`config.mk`:
```
export PLATFORM = sky130hd
export DESIGN_NAME = srwd_supervisor
export DESIGN_NICKNAME = d
export VERILOG_FILES = /design/src/srwd_supervisor.v
export VERILOG_INCLUDE_DIRS = /design/src
export SDC_FILE = /design/constraint.sdc
export NUM_CORES = 1
export LEC_CHECK = 0
export BUFFER_PORTS_ARGS = -buffer_cell sky130_fd_sc_hd__buf_4
export CORE_MARGIN = 2
export CORE_UTILIZATION = 60
export DETAILED_ROUTE_END_ITERATION = 8
export MAX_ROUTING_LAYER = met4
export PLACE_DENSITY = 0.83
export SLEW_MARGIN = 20
export SYNTH_ARGS = -nofsm -noshare
export SYNTH_HDL_FRONTEND = slang
export SYNTH_SLANG_ARGS = --single-unit
```
`constraint.sdc`:
```
create_clock -name mclk -period 5.1 [get_ports mclk]
set_input_delay 0 -clock mclk [delete_from_list [all_inputs] [get_ports mclk]]
set_output_delay 0 -clock mclk [all_outputs]
set_load 0.005 [all_outputs]
```
`src/srwd_defines.vh`:
```
// Timing constants and encodings for the supply reset and window watchdog
`ifndef SRWD_DEFINES_VH
`define SRWD_DEFINES_VH

// Clock period of mclk in ns (50 MHz)
`define SRWD_CLK_NS 20

// Release delay, printed as 8 ms nominal
`define SRWD_REL_NS 8000000
`define SRWD_REL_CYC ((`SRWD_REL_NS + `SRWD_CLK_NS - 1) / `SRWD_CLK_NS)

// Dip filter, least time 2 us, rounded up to whole cycles
`define SRWD_DIP_NS 2000
`define SRWD_DIP_CYC ((`SRWD_DIP_NS + `SRWD_CLK_NS - 1) / `SRWD_CLK_NS)

// Watchdog timing in cycles, fast mode
`define SRWD_FAST_POLL_CYC 1000
`define SRWD_FAST_KICK_CYC 16000
`define SRWD_FAST_GRACE_CYC 64000

// Watchdog timing in cycles, slow mode
`define SRWD_SLOW_POLL_CYC 4000
`define SRWD_SLOW_KICK_CYC 64000
`define SRWD_SLOW_GRACE_CYC 256000

// Width of every timer in the block
`define SRWD_TW 24

// Watchdog states
`define SRWD_ST_FAULT 2'b00
`define SRWD_ST_GRACE 2'b01
`define SRWD_ST_WIN 2'b10
`define SRWD_ST_GAP 2'b11

// Sample history that makes a valid kick, oldest first: high high low low
`define SRWD_KICK_PAT 4'hC

// Pin indices in the synchroniser bank
`define SRWD_PIN_UV 0
`define SRWD_PIN_KICK 1
`define SRWD_PIN_SPD 2
`define SRWD_NPIN 3

`endif

```
`src/srwd_supervisor.v`:
```
// Supply reset generator and window watchdog for a step-down regulator
`timescale 1ns/1ps
`include "srwd_defines.vh"


module srwd_supervisor #(
	parameter [`SRWD_TW-1:0] REL_CYC = `SRWD_REL_CYC,
	parameter [`SRWD_TW-1:0] DIP_CYC = `SRWD_DIP_CYC,
	parameter [`SRWD_TW-1:0] FAST_POLL_CYC = `SRWD_FAST_POLL_CYC,
	parameter [`SRWD_TW-1:0] FAST_KICK_CYC = `SRWD_FAST_KICK_CYC,
	parameter [`SRWD_TW-1:0] FAST_GRACE_CYC = `SRWD_FAST_GRACE_CYC,
	parameter [`SRWD_TW-1:0] SLOW_POLL_CYC = `SRWD_SLOW_POLL_CYC,
	parameter [`SRWD_TW-1:0] SLOW_KICK_CYC = `SRWD_SLOW_KICK_CYC,
	parameter [`SRWD_TW-1:0] SLOW_GRACE_CYC = `SRWD_SLOW_GRACE_CYC
)(
	input wire mclk,
	input wire arst_n,
	// Comparator result: high while the output sits below the threshold
	input wire undervoltage_level,
	// Kick from the processor, falling edge is the trigger
	input wire kick_input,
	// High selects slow timing; the pad pull-down makes fast the default
	input wire speed_select,
	output wire supply_good_flag,
	output wire cpu_fault_flag,
	// Pull-down enables for the external open-drain drivers
	output wire supply_good_pull_en,
	output wire cpu_fault_pull_en
);

////////////////////////////////////////////////////////////////////////
// Pin synchronisers

wire [`SRWD_NPIN-1:0] pin_raw;
wire [`SRWD_NPIN-1:0] pin_flt;

assign pin_raw = {speed_select, kick_input, undervoltage_level};

genvar gi;
generate
	for (gi = 0; gi < `SRWD_NPIN; gi = gi + 1)
	begin : g_sync
		reg s1_q;
		reg s2_q;
		reg s3_q;
		reg flt_q;
		// Three stages; a new level counts once stages two and three agree
		always @(posedge mclk or negedge arst_n)
		begin
			if (!arst_n)
			begin
				s1_q <= 1'b0;
				s2_q <= 1'b0;
				s3_q <= 1'b0;
				flt_q <= 1'b0;
			end
			else
			begin
				s1_q <= pin_raw[gi];
				s2_q <= s1_q;
				s3_q <= s2_q;
				if (s2_q == s3_q)
					flt_q <= s3_q;
			end
		end
		// One driver per filtered bit, gathered into the bank
		assign pin_flt[gi] = flt_q;
	end
endgenerate

wire uv_below = pin_flt[`SRWD_PIN_UV];
wire kick_lvl = pin_flt[`SRWD_PIN_KICK];
wire spd_slow = pin_flt[`SRWD_PIN_SPD];

////////////////////////////////////////////////////////////////////////
// Reset generator

reg sg_q;
reg sg_d;
reg [`SRWD_TW-1:0] dip_q;
reg [`SRWD_TW-1:0] dip_d;
reg [`SRWD_TW-1:0] rel_q;
reg [`SRWD_TW-1:0] rel_d;

// Dip filter and release delay; the watchdog has no path into this
always @*
begin
	sg_d = sg_q;
	dip_d = dip_q;
	rel_d = rel_q;
	if (uv_below)
	begin
		rel_d = {`SRWD_TW{1'b0}};
		if (sg_q)
		begin
			// Short glitches must not reach the processor reset
			if (dip_q >= DIP_CYC - 1'b1)
			begin
				sg_d = 1'b0;
				dip_d = {`SRWD_TW{1'b0}};
			end
			else
				dip_d = dip_q + 1'b1;
		end
	end
	else
	begin
		dip_d = {`SRWD_TW{1'b0}};
		if (!sg_q)
		begin
			if (rel_q >= REL_CYC - 1'b1)
				sg_d = 1'b1;
			else
				rel_d = rel_q + 1'b1;
		end
	end
end

// Flag starts low out of reset
always @(posedge mclk or negedge arst_n)
begin
	if (!arst_n)
	begin
		sg_q <= 1'b0;
		dip_q <= {`SRWD_TW{1'b0}};
		rel_q <= {`SRWD_TW{1'b0}};
	end
	else
	begin
		sg_q <= sg_d;
		dip_q <= dip_d;
		rel_q <= rel_d;
	end
end

////////////////////////////////////////////////////////////////////////
// Watchdog timing selection

reg spd_q;
reg spd_d;

// Window poll and kick timing use the latched speed; grace and new-window timing use the filtered pin
wire [`SRWD_TW-1:0] poll_cyc = spd_q ? SLOW_POLL_CYC : FAST_POLL_CYC;
wire [`SRWD_TW-1:0] kick_cyc = spd_q ? SLOW_KICK_CYC : FAST_KICK_CYC;
wire [`SRWD_TW-1:0] grace_cyc = spd_slow ? SLOW_GRACE_CYC : FAST_GRACE_CYC;
wire [`SRWD_TW-1:0] poll_new = spd_slow ? SLOW_POLL_CYC : FAST_POLL_CYC;
wire [`SRWD_TW-1:0] kick_new = spd_slow ? SLOW_KICK_CYC : FAST_KICK_CYC;

////////////////////////////////////////////////////////////////////////
// Watchdog state machine

reg [1:0] st_q;
reg [1:0] st_d;
reg [`SRWD_TW-1:0] tmr_q;
reg [`SRWD_TW-1:0] tmr_d;
reg [`SRWD_TW-1:0] pol_q;
reg [`SRWD_TW-1:0] pol_d;
reg [3:0] hist_q;
reg [3:0] hist_d;
reg cf_q;
reg cf_d;
reg [3:0] hist_s;

// One timer serves release, grace, window and gap phases
always @*
begin
	st_d = st_q;
	tmr_d = tmr_q;
	pol_d = pol_q;
	hist_d = hist_q;
	spd_d = spd_q;
	cf_d = cf_q;
	hist_s = {hist_q[2:0], kick_lvl};
	case (st_q)
		`SRWD_ST_FAULT:
		begin
			cf_d = 1'b0;
			if (!sg_q)
				tmr_d = REL_CYC;
			else if (tmr_q <= 1)
			begin
				// Rising cpu fault opens a fresh grace window
				st_d = `SRWD_ST_GRACE;
				cf_d = 1'b1;
				tmr_d = grace_cyc;
				spd_d = spd_slow;
			end
			else
				tmr_d = tmr_q - 1'b1;
		end
		`SRWD_ST_GRACE:
		begin
			// Kick history stays clear so nothing here counts
			hist_d = 4'h0;
			if (tmr_q <= 1)
			begin
				st_d = `SRWD_ST_WIN;
				spd_d = spd_slow;
				tmr_d = kick_new - poll_new;
				pol_d = poll_new;
			end
			else
				tmr_d = tmr_q - 1'b1;
		end
		`SRWD_ST_WIN:
		begin
			tmr_d = tmr_q - 1'b1;
			if (pol_q <= 1)
			begin
				// Sample point, one per poll interval
				pol_d = poll_cyc;
				hist_d = hist_s;
			end
			else
				pol_d = pol_q - 1'b1;
			if (pol_q <= 1 && hist_s == `SRWD_KICK_PAT)
			begin
				st_d = `SRWD_ST_GAP;
				tmr_d = poll_cyc;
			end
			else if (tmr_q <= 1)
			begin
				// Window closed empty, even if a kick was half seen
				st_d = `SRWD_ST_FAULT;
				cf_d = 1'b0;
				tmr_d = REL_CYC;
			end
		end
		`SRWD_ST_GAP:
		begin
			// Kicks landing here are lost, the history restarts
			hist_d = 4'h0;
			if (tmr_q <= 1)
			begin
				st_d = `SRWD_ST_WIN;
				spd_d = spd_slow;
				tmr_d = kick_new - poll_new;
				pol_d = poll_new;
			end
			else
				tmr_d = tmr_q - 1'b1;
		end
		default:
		begin
			st_d = `SRWD_ST_FAULT;
			cf_d = 1'b0;
			tmr_d = REL_CYC;
		end
	endcase
	// Reset state overrides the watchdog, never the other way round
	if (!sg_q)
	begin
		st_d = `SRWD_ST_FAULT;
		cf_d = 1'b0;
		tmr_d = REL_CYC;
		hist_d = 4'h0;
	end
end

// Watchdog registers
always @(posedge mclk or negedge arst_n)
begin
	if (!arst_n)
	begin
		st_q <= `SRWD_ST_FAULT;
		tmr_q <= {`SRWD_TW{1'b0}};
		pol_q <= {`SRWD_TW{1'b0}};
		hist_q <= 4'h0;
		spd_q <= 1'b0;
		cf_q <= 1'b0;
	end
	else
	begin
		st_q <= st_d;
		tmr_q <= tmr_d;
		pol_q <= pol_d;
		hist_q <= hist_d;
		spd_q <= spd_d;
		cf_q <= cf_d;
	end
end

////////////////////////////////////////////////////////////////////////
// Outputs

reg sg_pe_q;
reg cf_pe_q;

// Pull enables from their own flops, so the pins see no gate glitches
always @(posedge mclk or negedge arst_n)
begin
	if (!arst_n)
	begin
		sg_pe_q <= 1'b1;
		cf_pe_q <= 1'b1;
	end
	else
	begin
		sg_pe_q <= ~sg_d;
		cf_pe_q <= ~cf_d;
	end
end

// Flags and their open-drain pull-down enables
assign supply_good_flag = sg_q;
assign cpu_fault_flag = cf_q;
assign supply_good_pull_en = sg_pe_q;
assign cpu_fault_pull_en = cf_pe_q;

endmodule

```
# Yosys cells after proc, flatten, opt, wreduce, memory -nomap -nowiden
# Cells that the tools add are included.
# totals
regBits,118
output_inout_bits,4
word_cells,102
# classes
eq_ne,17
n_mux,41
bitwise_logic,2
addsub,5
magnitude_cmp,4
n_reduce_logical,10
# ops
cell,count
2-to-1 mux 24 bit,13
case mux 24 bit (3 select lines),1
"adder 24 x 1 -> 24 bit, second input constant",2
"<= comparator 24 x 1 -> 1 bit, second input constant",2
case mux 24 bit (2 select lines),1
"subtractor 24 x 1 -> 24 bit, second input constant",2
">= comparator 24 x 19 -> 1 bit, second input constant",1
">= comparator 24 x 7 -> 1 bit, second input constant",1
2-to-1 mux 12 bit,2
2-to-1 mux 18 bit,1
subtractor 16 x 12 -> 17 bit,1
2-to-1 mux 16 bit,1
2-to-1 mux 1 bit,11
2-to-1 mux 2 bit,5
AND reduction 2 bit,4
2-to-1 mux 3 bit,2
"!= test 2 bit, second input constant",3
"!= test 3 x 2 -> 1 bit, second input constant",2
"!= test 3 bit, second input constant",2
case mux 2 bit (3 select lines),1
case mux 3 bit (2 select lines),1
"== test 2 bit, second input constant",2
"== test 4 bit, second input constant",1
"!= test 2 x 1 -> 1 bit, second input constant",2
10 further kinds,15

# Logic depth before layout (Yosys ltp)
# depth
ltp_word,6
ltp_mapped,8
depth_no_buf,7

# Worst setup path before layout
# Ideal clock, no wire load.
# synth_timing
path_type,register -> register
from,reg pol_q[0]
to,reg pol_q[21]
setup_ns,0.069
period_less_slack_ns,2.560
path_slack_ns,2.540
arrival_ns,2.491
path_stages_with_launch,8
required_time_ns,5.031
cell_sequence,dfrtp_1 > or4_4 > buf_6 > or4_1 > buf_2 > or4_1 > or4_1 > nand3_1
# synth_between
elab_chain_cells,3
# synth_lines
element,line,source
start: declaration,srwd_supervisor.v:156,reg [`SRWD_TW-1:0] pol_q;
start signal: assignment,srwd_supervisor.v:267,pol_q <= {`SRWD_TW{1'b0}};
start signal: assignment,srwd_supervisor.v:276,pol_q <= pol_d;
subtractor 24 x 1 -> 24 bit / <= comparator 24 x 1 -> 1 bit (equally long branches),"srwd_supervisor.v:215, srwd_supervisor.v:208",
2-to-1 mux 24 bit (*),srwd_supervisor.v:208,if (pol_q <= 1)
case mux 24 bit (2 select lines) (*),srwd_supervisor.v:174,case (st_q)
# Mark *: on every way between the ends. The rest lies on a longest branch, timed or not.
# A chain may end at the register's enable or synchronous reset.

# Final worst setup path
# layout_timing
from,reg tmr_q[12]
to,reg tmr_q[14]
# layout_between
elab_chain_cells,5
# layout_lines
element,line,source
start: declaration,srwd_supervisor.v:154,reg [`SRWD_TW-1:0] tmr_q;
start signal: assignment,srwd_supervisor.v:266,tmr_q <= {`SRWD_TW{1'b0}};
start signal: assignment,srwd_supervisor.v:275,tmr_q <= tmr_d;
subtractor 24 x 1 -> 24 bit / <= comparator 24 x 1 -> 1 bit (equally long branches),-,
2-to-1 mux 24 bit,srwd_supervisor.v:221,else if (tmr_q <= 1)
2-to-1 mux 24 bit,srwd_supervisor.v:216,if (pol_q <= 1 && hist_s == `SRWD_KICK_PAT)
case mux 24 bit (3 select lines) (*),srwd_supervisor.v:174,
2-to-1 mux 24 bit (*),srwd_supervisor.v:251,if (!sg_q)
named net tmr_d[14],srwd_supervisor.v:155,reg [`SRWD_TW-1:0] tmr_d;
# Mark *: on every way through the listed nets, which the timed path passes. The rest lies on a longest branch.

==> impl_metrics.json <==
{
  "path_class": "flip-flop to flip-flop",
  "critPathLaunchType": "flip-flop",
  "power_density_mw_per_mm2": 325,
  "slew_violations": 0,
  "fin_crit_sh": 0.645,
  "netlist.top_cell.by_area": "dfrtp_1",
  "chipWidth_um": 105,
  "cts_setup_buffers": 0,
  "required_ps": 5480,
  "clkLatencyLatePin_ps": 530,
  "ctsRootBufferMaster": "clkbuf_8",
  "rows": 36,
  "crit_start": "tmr_q[12]",
  "die_h_um": 105,
  "setup_viol": 0,
  "r2r-start": "tmr_q[12]",
  "fin_skew_ps": 9.61,
  "yosysTopAreaCellShare": 0.473,
  "endpoint_kind": "flip-flop",
  "synth-edff-count": 0,
  "cts_resized": 0,
  "status": "finished clean",
  "fmax_mhz": 304,
  "hpwl_mm": 8.99,
  "grt_max_degree": 72,
  "cts_tree": "built",
  "vdd_drop_max_v": 0.000359,
  "syn-num-nets": 665,
  "grt_use_total": 0.283,
  "vias_per_cell": 6.57,
  "seq_area_frac_synth": 0.482,
  "arrival_ps": 3670,
  "antenna_found_initial": 0,
  "firstDrtPassIters": 5,
  "clockBufferDepth": 2,
  "hp-class": "input pin to asynchronous set/reset pin",
  "synth_ff_type": "dfrtp_1",
  "avgSynthCellArea_um2": 9.38,
  "vias": 5281,
  "grt_pass1_vias": 5156,
  "drc": 0,
  "n_antenna_cell": 0,
  "whs_ps": 26.7,
  "worst_slew_pin_slew_ps": 1090,
  "drtIter0Drc": 490,
  "core_mm2": 0.00986,
  "rsz0062_at_grt": "false",
  "synth_area_leaders": "dfrtp_1 47%, nor2_1 4.0%, a21oi_1 3.9%",
  "gr-total-overflow": 0,
  "place_congestion": 0.878,
  "nets": 669,
  "path_max_fanout": 13,
  "async_flop_share": 1.00,
  "syn_area_mm2": 0.00614,
  "antenna_left": 0,
  "portBuffers": 8,
  "io_pins": 9,
  "syn2layout_area_growth_pct": 12.8,
  "ys_seq_elements": 118,
  "numCtsBuffers": 17,
  "drv_cap": 0,
  "die-area_mm2": 0.0111,
  "clkSlewWorstSetupHoldPaths_ps": 60,
  "p_leak_nw": 3.00,
  "cts_sinks": 118,
  "fin_setup_tns_ps": 0,
  "yosysMostFrequentCell": "dfrtp_1",
  "ys_warn_count": 0,
  "grt_pass1_wl_mm": 24.6,
  "min_period_ps": 3290,
  "wirelength_mm": 14.3,
  "fin_ws_ps": 1810,
  "synthTopCellsByCount": "116 x dfrtp_1, 65 x nor2_1, 49 x nand2_1",
  "cts_max_level": 4,
  "drive_above_1_share": 0.0909,
  "wire_per_inst_um": 17.8,
  "hold_viol": 0,
  "initial_utilization": 0.622,
  "maxSlewHeadroom": 0.270,
  "synthCells": 654,
  "netlist-cell-type-count": 75,
  "place_ws_ps": 1940
}
worst max-delay path, cell delays in order (launching register included):
cell and delay (ps):
dfrtp_1 410, or4_1 580, nor4_2 720, nand3_1 600
nand3_1 630, o21ai_0 200
state kept, by name, indices dropped and copies added, names as in the netlist:
| signal | cells |
|---|---|
| g_sync.s2_q | 3 |
| g_sync.s1_q | 3 |
| pol_q | 24 |
| hist_q | 3 |
| g_sync.s3_q | 3 |
| dip_q | 24 |
| tmr_q | 24 |
| rel_q | 24 |
| cpu_fault_flag | 1 |
| st_q | 2 |
| supply_good_pull_en | 1 |
| supply_good_flag | 1 |
| spd_q | 1 |
| g_sync.flt_q | 3 |
| cpu_fault_pull_en | 1 |
timing repair:
action / CTS / global route
setup endpoints to repair: 0 / 0
hold buffers: 4 / 0
endpoints found under the hold margin: 50 / 0
where the power goes:
part | internal, mW | switching [mW] | total [mW]
Sequential | 0.947 | 0.0102 | 0.957
Combinational | 0.0181 | 0.0442 | 0.0623
Clock | 0.803 | 0.428 | 1.23
routing by layer:
layer,up-vias,track usage,share of wire,wire [um]
met5,-,-,0,0
met1,2609,0.363,0.44,6240
met2,195,0.441,0.50,7110
met3,35,0.0599,0.051,730
met4,0,0.115,0.018,257
li1,2442,-,-,-
stage by stage:
step | instances | instance area, um2 | utilization | total power, mW
after floorplan | 654 | 6140 | - | 1.00
after global placement | 767 | 6260 | 0.634 | 1.03
after detailed placement | 767 | 6260 | 0.635 | 1.03
after CTS | 803 | 6910 | 0.701 | 2.27
after global routing | 804 | 6920 | 0.702 | 2.33
final | 804 | 6920 | 0.702 | 2.25
kinds of logic (layout without fill, tap and decap cells):
logic type,after synthesis,after routing,synth area share
muxes,11,11,0.0183
AOI/OAI and AO/OA,159,159,0.170
buffers and inverters,50,67,0.0322
xor gates and xnor gates,21,21,0.0300
DFF,118,118,0.482
and+or+nand+nor,286,286,0.251
adders and majority gates,9,9,0.0171
layout by cell type (no fill, tap or decap), types with 10 or more instances in the layout:
cell	n
and3_1	10
a21oi_1	48
inv_1	20
or4_1	14
nor4_1	21
o31ai_1	11
and4_1	10
nand2_1	49
nor2_1	64
dfrtp_1	116
a31oi_1	16
o21ai_0	26
nor3_1	24
clkbuf_16	16
nand3_1	27
or3_1	16
xnor2_1	12
buf_4	11
layout make-up:
type	count	area [um2]
fillers	713	2940
clock buffers	19	432
repair buffers	15	123
multi-input cells	486	2990
clock inverters	13	179
well taps	133	166
inverters	20	75.1
flip-flops and latches	118	2960
path summary, 6_finish.rpt:
path	end	slack, ps	cells after the start
worst min register to register	g_sync[2].s2_q	350	0
worst min-delay path	tmr_q[19]	30	2
worst max register to register	tmr_q[14]	1810	5
max in group asynchronous	rel_q[6]	3760	3
min in group mclk	g_sync[0].s1_q	130	2
worst max-delay path	tmr_q[14]	1810	5
Note: power is estimated with default switching activity, not from simulation.
